`config.mk`:
```
export PLATFORM = sky130hd
export DESIGN_NAME = pi_speed_controller_standby
export DESIGN_NICKNAME = d
export VERILOG_FILES = /design/src/core/pi_pkg.sv /design/src/core/pi_div_if.sv /design/src/core/pi_divider.sv /design/src/core/pi_speed_controller_standby.sv
export SDC_FILE = /design/constraint.sdc
export NUM_CORES = 2
export LEC_CHECK = 0
export BUFFER_PORTS_ARGS = -buffer_cell sky130_fd_sc_hd__buf_4
export CAP_MARGIN = 15
export CORE_MARGIN = 3
export CORE_UTILIZATION = 59
export CTS_CLUSTER_DIAMETER = 120
export CTS_CLUSTER_SIZE = 8
export DETAILED_ROUTE_END_ITERATION = 10
export PLACE_DENSITY = 0.74
export SETUP_SLACK_MARGIN = 0.02
export SYNTH_ARGS = -nofsm -noshare
export SYNTH_HDL_FRONTEND = slang
export SYNTH_SLANG_ARGS = --single-unit
```
`constraint.sdc`:
```
create_clock -name i_clk -period 59.6 [get_ports i_clk]
set_clock_uncertainty 0.15 [all_clocks]
set_input_delay 17.88 -clock i_clk [delete_from_list [all_inputs] [get_ports i_clk]]
set_output_delay 17.88 -clock i_clk [all_outputs]
set_load 0.01 [all_outputs]
```
`src/core/pi_pkg.sv`:
```
// constants, register map and types for the pi speed controller
package pi_pkg;
   // -----------------------------------------------------------------
   // register offsets (byte addresses, one word each)
   // -----------------------------------------------------------------
   localparam logic [5:0] OFF_GAIN      = 6'h00;
   localparam logic [5:0] OFF_ITIME     = 6'h04;
   localparam logic [5:0] OFF_MODE      = 6'h08;
   localparam logic [5:0] OFF_SP_SRC    = 6'h0C;
   localparam logic [5:0] OFF_SP_DIG    = 6'h10;
   localparam logic [5:0] OFF_FB_SRC    = 6'h14;
   localparam logic [5:0] OFF_STBY_TIME = 6'h18;
   localparam logic [5:0] OFF_WAKE_LVL  = 6'h1C;
   localparam logic [5:0] OFF_STATUS    = 6'h20;
   localparam logic [5:0] OFF_OUTPUT    = 6'h24;
   localparam logic [5:0] OFF_CTRL_MODE = 6'h28;
   // -----------------------------------------------------------------
   // reset values and limits, tenths of a unit except the mode, source and control-mode codes
   // -----------------------------------------------------------------
   localparam logic [15:0] RST_GAIN      = 16'h000A;
   localparam logic [15:0] RST_ITIME     = 16'h000A;
   localparam logic [15:0] RST_SP_DIG    = 16'h0000;
   localparam logic [15:0] RST_STBY_TIME = 16'h0000;
   localparam logic [15:0] RST_WAKE_LVL  = 16'h0032;
   localparam logic [15:0] RST_CTRL_MODE = 16'h0000;
   localparam logic [15:0] MAX_GAIN      = 16'h012C;
   localparam logic [15:0] MAX_ITIME     = 16'h012C;
   localparam logic [15:0] MAX_PCT       = 16'h03E8;
   localparam logic [15:0] MAX_STBY      = 16'h00FA;
   localparam logic [15:0] MAX_MODE      = 16'h0003;
   localparam logic [15:0] MAX_SP_SRC    = 16'h0001;
   localparam logic [15:0] MAX_FB_SRC    = 16'h0005;
   localparam logic [15:0] CTRL_PI_A     = 16'h0005;
   localparam logic [15:0] CTRL_PI_B     = 16'h0006;
   localparam logic [15:0] DC_FULL_SCALE = 16'h03E8;
   // -----------------------------------------------------------------
   // timing
   // -----------------------------------------------------------------
   localparam int CLK_HZ          = 100_000_000;
   localparam int TICK_MS         = 100;
   localparam int TICK_CYCLES     = CLK_HZ / 1000 * TICK_MS;
   localparam int DIV_CYCLES      = 32;
   localparam logic [3:0] DIV_LAST = 4'(DIV_CYCLES / 2 - 1);
   // -----------------------------------------------------------------
   // types
   // -----------------------------------------------------------------
   typedef enum logic [1:0] {
      ST_RUN    = 2'b00,
      ST_STBY   = 2'b01,
      ST_WAKE   = 2'b10
   } run_state_t;
endpackage : pi_pkg

```
`src/core/pi_div_if.sv`:
```
// request and answer bundle between the controller and its divider
`timescale 1ns/100ps
interface pi_div_if;
   logic        start;
   logic [31:0] dividend;
   logic [15:0] divisor;
   logic        done;
   logic [31:0] quotient;
   modport master (output start, output dividend, output divisor,
                   input done, input quotient);
   modport slave  (input start, input dividend, input divisor,
                   output done, output quotient);
endinterface : pi_div_if

```
`src/core/pi_divider.sv`:
```
// sequential unsigned divider, two quotient bits per cycle
`timescale 1ns/100ps
module pi_divider
   import pi_pkg::*;
(
   input  wire logic i_clk,
   input  wire logic i_rst_b,
   pi_div_if.slave   div
);
   // -----------------------------------------------------------------
   // state
   // -----------------------------------------------------------------
   logic [31:0] q_reg,   q_next;
   logic [16:0] r_reg,   r_next;
   logic [15:0] d_reg,   d_next;
   logic [3:0]  cnt_reg, cnt_next;
   logic        busy_reg, busy_next;
   logic        done_reg, done_next;
   logic [16:0] r1;
   logic [31:0] q1;

   always_comb begin
      q_next    = q_reg;
      r_next    = r_reg;
      d_next    = d_reg;
      cnt_next  = cnt_reg;
      busy_next = busy_reg;
      done_next = 1'b0;
      r1        = r_reg;
      q1        = q_reg;
      if (div.start && !busy_reg) begin
         q_next    = div.dividend;
         r_next    = 17'h00000;
         d_next    = (div.divisor == 16'h0000) ? 16'h0001 : div.divisor;
         cnt_next  = 4'h0;
         busy_next = 1'b1;
      end else if (busy_reg) begin
         // two restoring steps per cycle keeps the loop short
         r1 = {r_reg[15:0], q_reg[31]};
         q1 = {q_reg[30:0], 1'b0};
         if (r1 >= {1'b0, d_reg}) begin
            r1    = r1 - {1'b0, d_reg};
            q1[0] = 1'b1;
         end
         r_next = {r1[15:0], q1[31]};
         q_next = {q1[30:0], 1'b0};
         if (r_next >= {1'b0, d_reg}) begin
            r_next    = r_next - {1'b0, d_reg};
            q_next[0] = 1'b1;
         end
         cnt_next = cnt_reg + 4'h1;
         if (cnt_reg == DIV_LAST) begin
            busy_next = 1'b0;
            done_next = 1'b1;
         end
      end
   end

   always_ff @(posedge i_clk or negedge i_rst_b) begin
      if (!i_rst_b) begin
         q_reg    <= 32'h00000000;
         r_reg    <= 17'h00000;
         d_reg    <= 16'h0001;
         cnt_reg  <= 4'h0;
         busy_reg <= 1'b0;
         done_reg <= 1'b0;
      end else begin
         q_reg    <= q_next;
         r_reg    <= r_next;
         d_reg    <= d_next;
         cnt_reg  <= cnt_next;
         busy_reg <= busy_next;
         done_reg <= done_next;
      end
   end

   assign div.done     = done_reg;
   assign div.quotient = q_reg;
endmodule : pi_divider

```
`src/core/pi_speed_controller_standby.sv`:
```
// pi process controller with standby timer and wake on error
//
// Design decisions made here: the Avalon-MM slave port and the address map.
`timescale 1ns/100ps
module pi_speed_controller_standby
   import pi_pkg::*;
#(
   parameter int TICK = TICK_CYCLES
)(
   input  wire logic        i_clk,
   input  wire logic        i_rst_b,
   input  wire logic [5:0]  i_avs_address,
   input  wire logic        i_avs_read,
   input  wire logic        i_avs_write,
   input  wire logic [31:0] i_avs_writedata,
   output logic      [31:0] o_avs_readdata,
   output logic             o_avs_waitrequest,
   input  wire logic [15:0] i_analog_in1_level,
   input  wire logic [15:0] i_analog_in2_level,
   input  wire logic [15:0] i_motor_current,
   input  wire logic [15:0] i_motor_rated_current,
   input  wire logic [15:0] i_dc_bus_volts,
   input  wire logic        i_at_min_speed,
   output logic      [15:0] o_pi_output,
   output logic             o_motor_enable,
   output logic             o_standby
);
   // -----------------------------------------------------------------
   // register file
   // -----------------------------------------------------------------
   logic [15:0] gain_reg,  gain_next;
   logic [15:0] itime_reg, itime_next;
   logic [1:0]  mode_reg,  mode_next;
   logic        spsrc_reg, spsrc_next;
   logic [15:0] spdig_reg, spdig_next;
   logic [2:0]  fbsrc_reg, fbsrc_next;
   logic [15:0] stby_reg,  stby_next;
   logic [15:0] wake_reg,  wake_next;
   logic [15:0] ctrl_reg,  ctrl_next;
   logic [31:0] rdata_reg, rdata_next;
   logic        ack_reg,   ack_next;
   logic [15:0] wd;
   logic        wr_go;

   assign wd    = i_avs_writedata[15:0];
   assign wr_go = i_avs_write && !ack_reg;

   function automatic logic [15:0] lim(input logic [15:0] v, input logic [15:0] m);
      lim = (v > m) ? m : v;
   endfunction : lim

   always_comb begin
      gain_next  = gain_reg;
      itime_next = itime_reg;
      mode_next  = mode_reg;
      spsrc_next = spsrc_reg;
      spdig_next = spdig_reg;
      fbsrc_next = fbsrc_reg;
      stby_next  = stby_reg;
      wake_next  = wake_reg;
      ctrl_next  = ctrl_reg;
      rdata_next = rdata_reg;
      ack_next   = 1'b0;
      // one wait cycle: the answer comes at the second edge of a request
      if ((i_avs_read || i_avs_write) && !ack_reg) begin
         ack_next = 1'b1;
      end
      if (wr_go) begin
         // out of range writes saturate to the limit
         unique case (i_avs_address)
            OFF_GAIN:      gain_next  = lim(wd, MAX_GAIN);
            OFF_ITIME:     itime_next = lim(wd, MAX_ITIME);
            OFF_MODE:      mode_next  = 2'(lim(wd, MAX_MODE));
            OFF_SP_SRC:    spsrc_next = 1'(lim(wd, MAX_SP_SRC));
            OFF_SP_DIG:    spdig_next = lim(wd, MAX_PCT);
            OFF_FB_SRC:    fbsrc_next = 3'(lim(wd, MAX_FB_SRC));
            OFF_STBY_TIME: stby_next  = lim(wd, MAX_STBY);
            OFF_WAKE_LVL:  wake_next  = lim(wd, MAX_PCT);
            OFF_CTRL_MODE: ctrl_next  = wd;
            default:       ;
         endcase
      end
      if (i_avs_read && !ack_reg) begin
         unique case (i_avs_address)
            OFF_GAIN:      rdata_next = {16'h0000, gain_reg};
            OFF_ITIME:     rdata_next = {16'h0000, itime_reg};
            OFF_MODE:      rdata_next = {30'h00000000, mode_reg};
            OFF_SP_SRC:    rdata_next = {31'h00000000, spsrc_reg};
            OFF_SP_DIG:    rdata_next = {16'h0000, spdig_reg};
            OFF_FB_SRC:    rdata_next = {29'h00000000, fbsrc_reg};
            OFF_STBY_TIME: rdata_next = {16'h0000, stby_reg};
            OFF_WAKE_LVL:  rdata_next = {16'h0000, wake_reg};
            OFF_STATUS:    rdata_next = {30'h00000000, o_motor_enable, o_standby};
            OFF_OUTPUT:    rdata_next = {16'h0000, o_pi_output};
            OFF_CTRL_MODE: rdata_next = {16'h0000, ctrl_reg};
            default:       rdata_next = 32'h00000000;
         endcase
      end
   end

   always_ff @(posedge i_clk or negedge i_rst_b) begin
      if (!i_rst_b) begin
         gain_reg  <= RST_GAIN;
         itime_reg <= RST_ITIME;
         mode_reg  <= 2'h0;
         spsrc_reg <= 1'b0;
         spdig_reg <= RST_SP_DIG;
         fbsrc_reg <= 3'h0;
         stby_reg  <= RST_STBY_TIME;
         wake_reg  <= RST_WAKE_LVL;
         ctrl_reg  <= RST_CTRL_MODE;
         rdata_reg <= 32'h00000000;
         ack_reg   <= 1'b0;
      end else begin
         gain_reg  <= gain_next;
         itime_reg <= itime_next;
         mode_reg  <= mode_next;
         spsrc_reg <= spsrc_next;
         spdig_reg <= spdig_next;
         fbsrc_reg <= fbsrc_next;
         stby_reg  <= stby_next;
         wake_reg  <= wake_next;
         ctrl_reg  <= ctrl_next;
         rdata_reg <= rdata_next;
         ack_reg   <= ack_next;
      end
   end

   assign o_avs_waitrequest = (i_avs_read || i_avs_write) && !ack_reg;
   assign o_avs_readdata    = rdata_reg;

   // -----------------------------------------------------------------
   // input synchronisers
   // -----------------------------------------------------------------
   logic [15:0] s1 [5];
   logic [15:0] s2 [5];
   logic [15:0] raw [5];
   logic        mins1, mins2;
   assign raw[0] = i_analog_in1_level;
   assign raw[1] = i_analog_in2_level;
   assign raw[2] = i_motor_current;
   assign raw[3] = i_motor_rated_current;
   assign raw[4] = i_dc_bus_volts;

   // multi-bit pins are assumed quasi static between controller ticks
   genvar g;
   generate
      for (g = 0; g < 5; g++) begin : g_sync
         always_ff @(posedge i_clk or negedge i_rst_b) begin
            if (!i_rst_b) begin
               s1[g] <= 16'h0000;
               s2[g] <= 16'h0000;
            end else begin
               s1[g] <= raw[g];
               s2[g] <= s1[g];
            end
         end
      end
   endgenerate

   always_ff @(posedge i_clk or negedge i_rst_b) begin
      if (!i_rst_b) begin
         mins1 <= 1'b0;
         mins2 <= 1'b0;
      end else begin
         mins1 <= i_at_min_speed;
         mins2 <= mins1;
      end
   end

   // -----------------------------------------------------------------
   // setpoint, feedback and error
   // -----------------------------------------------------------------
   logic [15:0] a1, a2, setpoint, feedback, cur_pct;
   logic [31:0] dcv;
   logic signed [17:0] err;
   logic [17:0] err_mag;
   logic        inverse;
   assign a1       = lim(s2[0], MAX_PCT);
   assign a2       = lim(s2[1], MAX_PCT);
   assign setpoint = spsrc_reg ? a1 : spdig_reg;
   assign dcv      = 32'(s2[4]) * 32'(MAX_PCT) / 32'(DC_FULL_SCALE);
   assign inverse  = mode_reg[0];

   always_comb begin
      unique case (fbsrc_reg)
         3'h0:    feedback = a2;
         3'h1:    feedback = a1;
         3'h2:    feedback = cur_pct;
         3'h3:    feedback = lim(dcv[15:0], MAX_PCT);
         3'h4:    feedback = (a1 > a2) ? a1 - a2 : 16'h0000;
         3'h5:    feedback = (a1 > a2) ? a1 : a2;
         default: feedback = a2;
      endcase
   end

   // direct: error = sp - fb, inverse: fb - sp
   assign err = inverse ? 18'(signed'({2'b00, feedback}) - signed'({2'b00, setpoint}))
                        : 18'(signed'({2'b00, setpoint}) - signed'({2'b00, feedback}));
   assign err_mag = err[17] ? 18'(-err) : 18'(err);

   // -----------------------------------------------------------------
   // pi step: current percent and integral increment via divider
   // -----------------------------------------------------------------
   pi_div_if div ();
   pi_divider u_div (
      .i_clk   (i_clk),
      .i_rst_b (i_rst_b),
      .div     (div)
   );

   typedef enum logic [1:0] {
      PH_IDLE = 2'b00,
      PH_CUR  = 2'b01,
      PH_INT  = 2'b10
   } phase_t;

   phase_t            ph_reg, ph_next;
   logic [31:0]       tick_reg, tick_next;
   logic [15:0]       cur_reg, cur_next;
   logic signed [31:0] integ_reg, integ_next;
   logic [15:0]       out_reg, out_next;
   logic [15:0]       stcnt_reg, stcnt_next;
   run_state_t        st_reg, st_next;
   logic signed [31:0] prop, incr, sum, acc;
   logic              tick, pi_ctrl;

   assign cur_pct = cur_reg;
   assign tick    = (tick_reg == 32'(TICK - 1));
   assign pi_ctrl = (ctrl_reg == CTRL_PI_A) || (ctrl_reg == CTRL_PI_B);
   // gain in tenths: err * gain / 10
   assign prop    = 32'(err) * signed'(32'(gain_reg)) / 32'sd10;
   // increment per tick of 0.1 s, scaled in thousandths of percent
   assign incr    = (itime_reg == 16'h0000) ? 32'sd0 :
                    (err[17] ? -signed'(div.quotient) : signed'(div.quotient));

   always_comb begin
      div.start    = 1'b0;
      div.dividend = 32'h00000000;
      div.divisor  = 16'h0001;
      ph_next      = ph_reg;
      tick_next    = tick ? 32'h00000000 : tick_reg + 32'h00000001;
      cur_next     = cur_reg;
      integ_next   = integ_reg;
      out_next     = out_reg;
      stcnt_next   = stcnt_reg;
      st_next      = st_reg;
      acc          = integ_reg;
      sum          = 32'sd0;
      unique case (ph_reg)
         PH_IDLE: begin
            if (tick) begin
               div.start    = 1'b1;
               div.dividend = 32'(s2[2]) * 32'(MAX_PCT);
               div.divisor  = s2[3];
               ph_next      = PH_CUR;
            end
         end
         PH_CUR: begin
            if (div.done) begin
               // saturate the full quotient, a bare slice would wrap first
               cur_next     = (div.quotient > 32'(MAX_PCT)) ? MAX_PCT : div.quotient[15:0];
               div.start    = 1'b1;
               div.dividend = 32'(err_mag) * 32'(gain_reg) * 32'd10;
               div.divisor  = itime_reg;
               ph_next      = PH_INT;
            end
         end
         PH_INT: begin
            if (div.done) begin
               ph_next = PH_IDLE;
               if (st_reg == ST_RUN) begin
                  acc = integ_reg + incr;
                  if (acc < 32'sd0) acc = 32'sd0;
                  if (acc > 32'(MAX_PCT) * 32'sd100) acc = 32'(MAX_PCT) * 32'sd100;
                  integ_next = acc;
                  sum = prop + acc / 32'sd100;
                  out_next = (sum < 32'sd0) ? 16'h0000 :
                             (sum > 32'(MAX_PCT)) ? MAX_PCT : sum[15:0];
               end
               // -----------------------------------------------------
               // standby sequencing at tick rate
               // -----------------------------------------------------
               unique case (st_reg)
                  ST_RUN: begin
                     if (stby_reg != 16'h0000 && mins2) begin
                        if (stcnt_reg + 16'h0001 >= stby_reg) begin
                           st_next    = ST_STBY;
                           stcnt_next = 16'h0000;
                        end else begin
                           stcnt_next = stcnt_reg + 16'h0001;
                        end
                     end else begin
                        stcnt_next = 16'h0000;
                     end
                  end
                  ST_STBY: begin
                     // outside pi control a standby drive waits for speed demand
                     if ((pi_ctrl && !err[17] && err_mag >= 18'(wake_reg)) ||
                         (!pi_ctrl && !mins2)) begin
                        st_next = ST_WAKE;
                     end
                  end
                  ST_WAKE: begin
                     if (mode_reg[1]) begin
                        out_next   = MAX_PCT;
                        integ_next = 32'(MAX_PCT) * 32'sd100;
                     end
                     st_next = ST_RUN;
                  end
                  default: st_next = ST_RUN;
               endcase
            end
         end
         default: ph_next = PH_IDLE;
      endcase
   end

   always_ff @(posedge i_clk or negedge i_rst_b) begin
      if (!i_rst_b) begin
         ph_reg    <= PH_IDLE;
         tick_reg  <= 32'h00000000;
         cur_reg   <= 16'h0000;
         integ_reg <= 32'sd0;
         out_reg   <= 16'h0000;
         stcnt_reg <= 16'h0000;
         st_reg    <= ST_RUN;
      end else begin
         ph_reg    <= ph_next;
         tick_reg  <= tick_next;
         cur_reg   <= cur_next;
         integ_reg <= integ_next;
         out_reg   <= out_next;
         stcnt_reg <= stcnt_next;
         st_reg    <= st_next;
      end
   end

   assign o_pi_output    = out_reg;
   assign o_standby      = (st_reg == ST_STBY);
   assign o_motor_enable = (st_reg != ST_STBY);
endmodule : pi_speed_controller_standby

```
==> results_dict.tcl <==
set metrics [dict create \
    final_nets 8952 \
    dp_hpwl_mm 144.0 \
    drcViolationCount 0 \
    synth_edf_count 0 \
    vias_per_cell 6.217 \
    ys.flop_type "dfrtp_1" \
    io_pins 174 \
    antenna_found_initial 4 \
    crit_arrival_ps 49820 \
    status "finished clean" \
    grt_overflow_total 0 \
    postSynthCellCount 7676 \
    cts_setup_buffers 0 \
    worstMarginPinSlew_ps 1250 \
    hold_path_depth 0 \
    slew_viol_final 0 \
    clock_sinks 467 \
    cts_max_level 3 \
    ys_async_sr_fraction 1.000 \
    fmax_mhz 20.20 \
    vias 57410 \
    core-area_sq_um 109500 \
    synth_top_area_cell "fa_1" \
    cap_violations 0 \
    r2r-start "s2[1]$_DFF_PN0_" \
    dp.cells 9119 \
    root_buffer "clkbuf_16" \
    synth.avg_cell_area_sq_um 8.520 \
    netlist.area_leader.share 0.1846 \
    worst-endpoint-required_ps 59910 \
    finalSetupViolCount 0 \
    cts_tree "done" \
    worstHoldEndpoint "s2[57]$_DFF_PN0_" \
    start_util 0.5975 \
    yosys.cell_types.count 151 \
    multiInputGateArea_sq_um 48940 \
    nFillCells 9246 \
    die_h_um 338.9 \
    fin_crit_sh 0.8307 \
    cpPeakStageDelay_ps 910 \
    hp-start "s1[57]$_DFF_PN0_" \
    numCtsBuffers 68 \
    gr-usage-all-layers 0.3182 \
    portBuffers 141 \
    hold_viol 0 \
    clk_latency_ps 640 \
    seq_area_sq_um 11700 \
    clockBufferDepth 3 \
    drtPass1Iterations 8 \
    worstSetupPathType "flip-flop to flip-flop" \
    ys_warn_count 0 \
    dieArea_sq_um 114900 \
    syn_to_final_growth_pct 6.867 \
    grt_setup_unrepaired "false" \
    drive_gt1_frac 0.07302 \
    relSlewSlack 0.1629 \
    wirelength_mm 185.2 \
    hold_path_class "flip-flop to flip-flop" \
    wire_per_inst_um 20.06 \
    synth_area_leaders "fa_1, dfrtp_1, ha_1" \
    grt_max_degree 163 \
    grt_pass1_wl_mm 299.7 \
    reg2reg_to "o_pi_output[1]$_DFFE_PN0P_" \
    drt_iter0_drc 5297 \
    crit_top_cell "a21oi_1" \
    ys_seq_area_frac 0.1788 \
    cp_slowest_cell "a31oi_1" \
    cts_hold_buf 0 \
    critical_path.startpoint_type "flip-flop" \
    largestRegisters "s1 x80, s2 x80" \
    cp-end-kind "flip-flop" \
    post_cts_resize_count 0 \
    r2r_setup_slack_ps 10090 \
    path_max_fanout 32 \
    placementRows 121 \
    die_x_um 338.9 \
    clkTransAtPathRegs_ps 60 \
    gp_congestion 0.9703 \
    first_global_vias 56730 \
    ant_nets 0 \
    fin_tns_setup_ps 0 \
    stdcell_count 9233 \
    ys_ff_latch 467 \
    r2r_cells 151 \
    fin_crit_ps 49510 \
    synth_area_sq_um 65400 \
]
==> synthesized netlist by cell type (58+ instances only) <==
library cell  number
a21oi_1          422
nand2b_1          62
a31oi_1           73
o21bai_1          72
xnor2_1          302
nand2_1          755
mux2_2            58
nor4_1            66
a211oi_1          68
fa_1             603
dfrtp_1          459
nand4_1           75
nor2_1           431
o211ai_1          65
xor2_1           135
ha_1             510
a22oi_1           70
o21ai_0          367
a21o_1           108
o21a_1            65
nor2b_1           62
inv_1            939
clkbuf_1         255
and2_1           294
nand3_1          152
nor3_1           151
==> cells by family (layout without fill, tap and decap cells) <==
| group | Yosys count | in the layout | synth area share |
|---|---|---|---|
| AO/OA/AOI/OAI | 1944 | 1944 | 0.2062 |
| multiplexers | 111 | 111 | 0.01818 |
| adder cells (fa/ha/maj) | 1121 | 1121 | 0.2834 |
| AND/OR/NAND/NOR | 2319 | 2319 | 0.1757 |
| flip-flops | 467 | 467 | 0.1788 |
| XOR/XNOR | 442 | 442 | 0.05998 |
| other | 2 | 62 | 0.0001148 |
| buffers and inverters | 1270 | 1291 | 0.07762 |
==> cell type report <==
| class | instances | share of cell area |
|---|---|---|
| inverter | 940 | 0.05049 |
| multi-input combinational | 5993 | 0.7003 |
| antenna | 6 | 0.0002148 |
| timing repair buffer | 246 | 0.02693 |
| clock buffer | 99 | 0.02676 |
| sequential | 467 | 0.1674 |
| clock inverter | 6 | 0.001540 |
| tap | 1476 | 0.02642 |
==> worst max-delay path by stage <==
stage	startpoint	to	slack, ps
2_1_floorplan	s2[8]$_DFF_PN0_	o_pi_output[3]$_DFFE_PN0P_	19360
3_3_place_gp	s2[1]$_DFF_PN0_	o_pi_output[1]$_DFFE_PN0P_	11260
3_5_place_dp	s2[1]$_DFF_PN0_	o_pi_output[1]$_DFFE_PN0P_	10720
4_1_cts	s2[1]$_DFF_PN0_	o_pi_output[1]$_DFFE_PN0P_	10570
5_1_grt	s2[1]$_DFF_PN0_	o_pi_output[1]$_DFFE_PN0P_	6580
6_report	s2[1]$_DFF_PN0_	o_pi_output[1]$_DFFE_PN0P_	10090
==> routing by layer <==
layer,vias to the layer above,GRT usage,part of all wire
li1,26670,-,-
met4,0,0.1411,0.050
met2,2282,0.5158,0.46
met3,451,0.05470,0.078
met1,28010,0.4195,0.41
met5,-,0,0
==> stage by stage <==
step / worst slack (ps) / cell area (sq um) / utilization / hold WS (ps)
floorplan: 19360 / 65600 / - / 181.2
global placement: 11260 / 67860 / 0.6199 / 182.2
detailed placement: 10720 / 67860 / 0.6199 / 184.7
CTS: 10570 / 69840 / 0.6380 / 160.4
global route: 6579 / 69870 / 0.6384 / 191.2
finish: 10090 / 69890 / 0.6385 / 163.7
==> worst max-delay path, delay by kind of cell, from the launching register on <==
kind | cells | cell delay, ps
compound gates | 78 | 24670
buf+inv | 11 | 2220
xor+xnor | 4 | 1550
simple gates | 38 | 11710
fa+ha+maj | 16 | 7100
flops | 1 | 670
mux | 4 | 1140
==> placed cells by master (no fill, tap or decap), types with 294 or more instances in the layout <==
| cell type | n |
|---|---|
| nor2_1 | 429 |
| inv_1 | 939 |
| xnor2_1 | 302 |
| a21oi_1 | 422 |
| ha_1 | 510 |
| dfrtp_1 | 459 |
| fa_1 | 603 |
| nand2_1 | 755 |
| and2_1 | 294 |
| o21ai_0 | 367 |
Power is not shown: default switching activity piles up to over one toggle a cycle in this logic, so the estimate is an artifact.
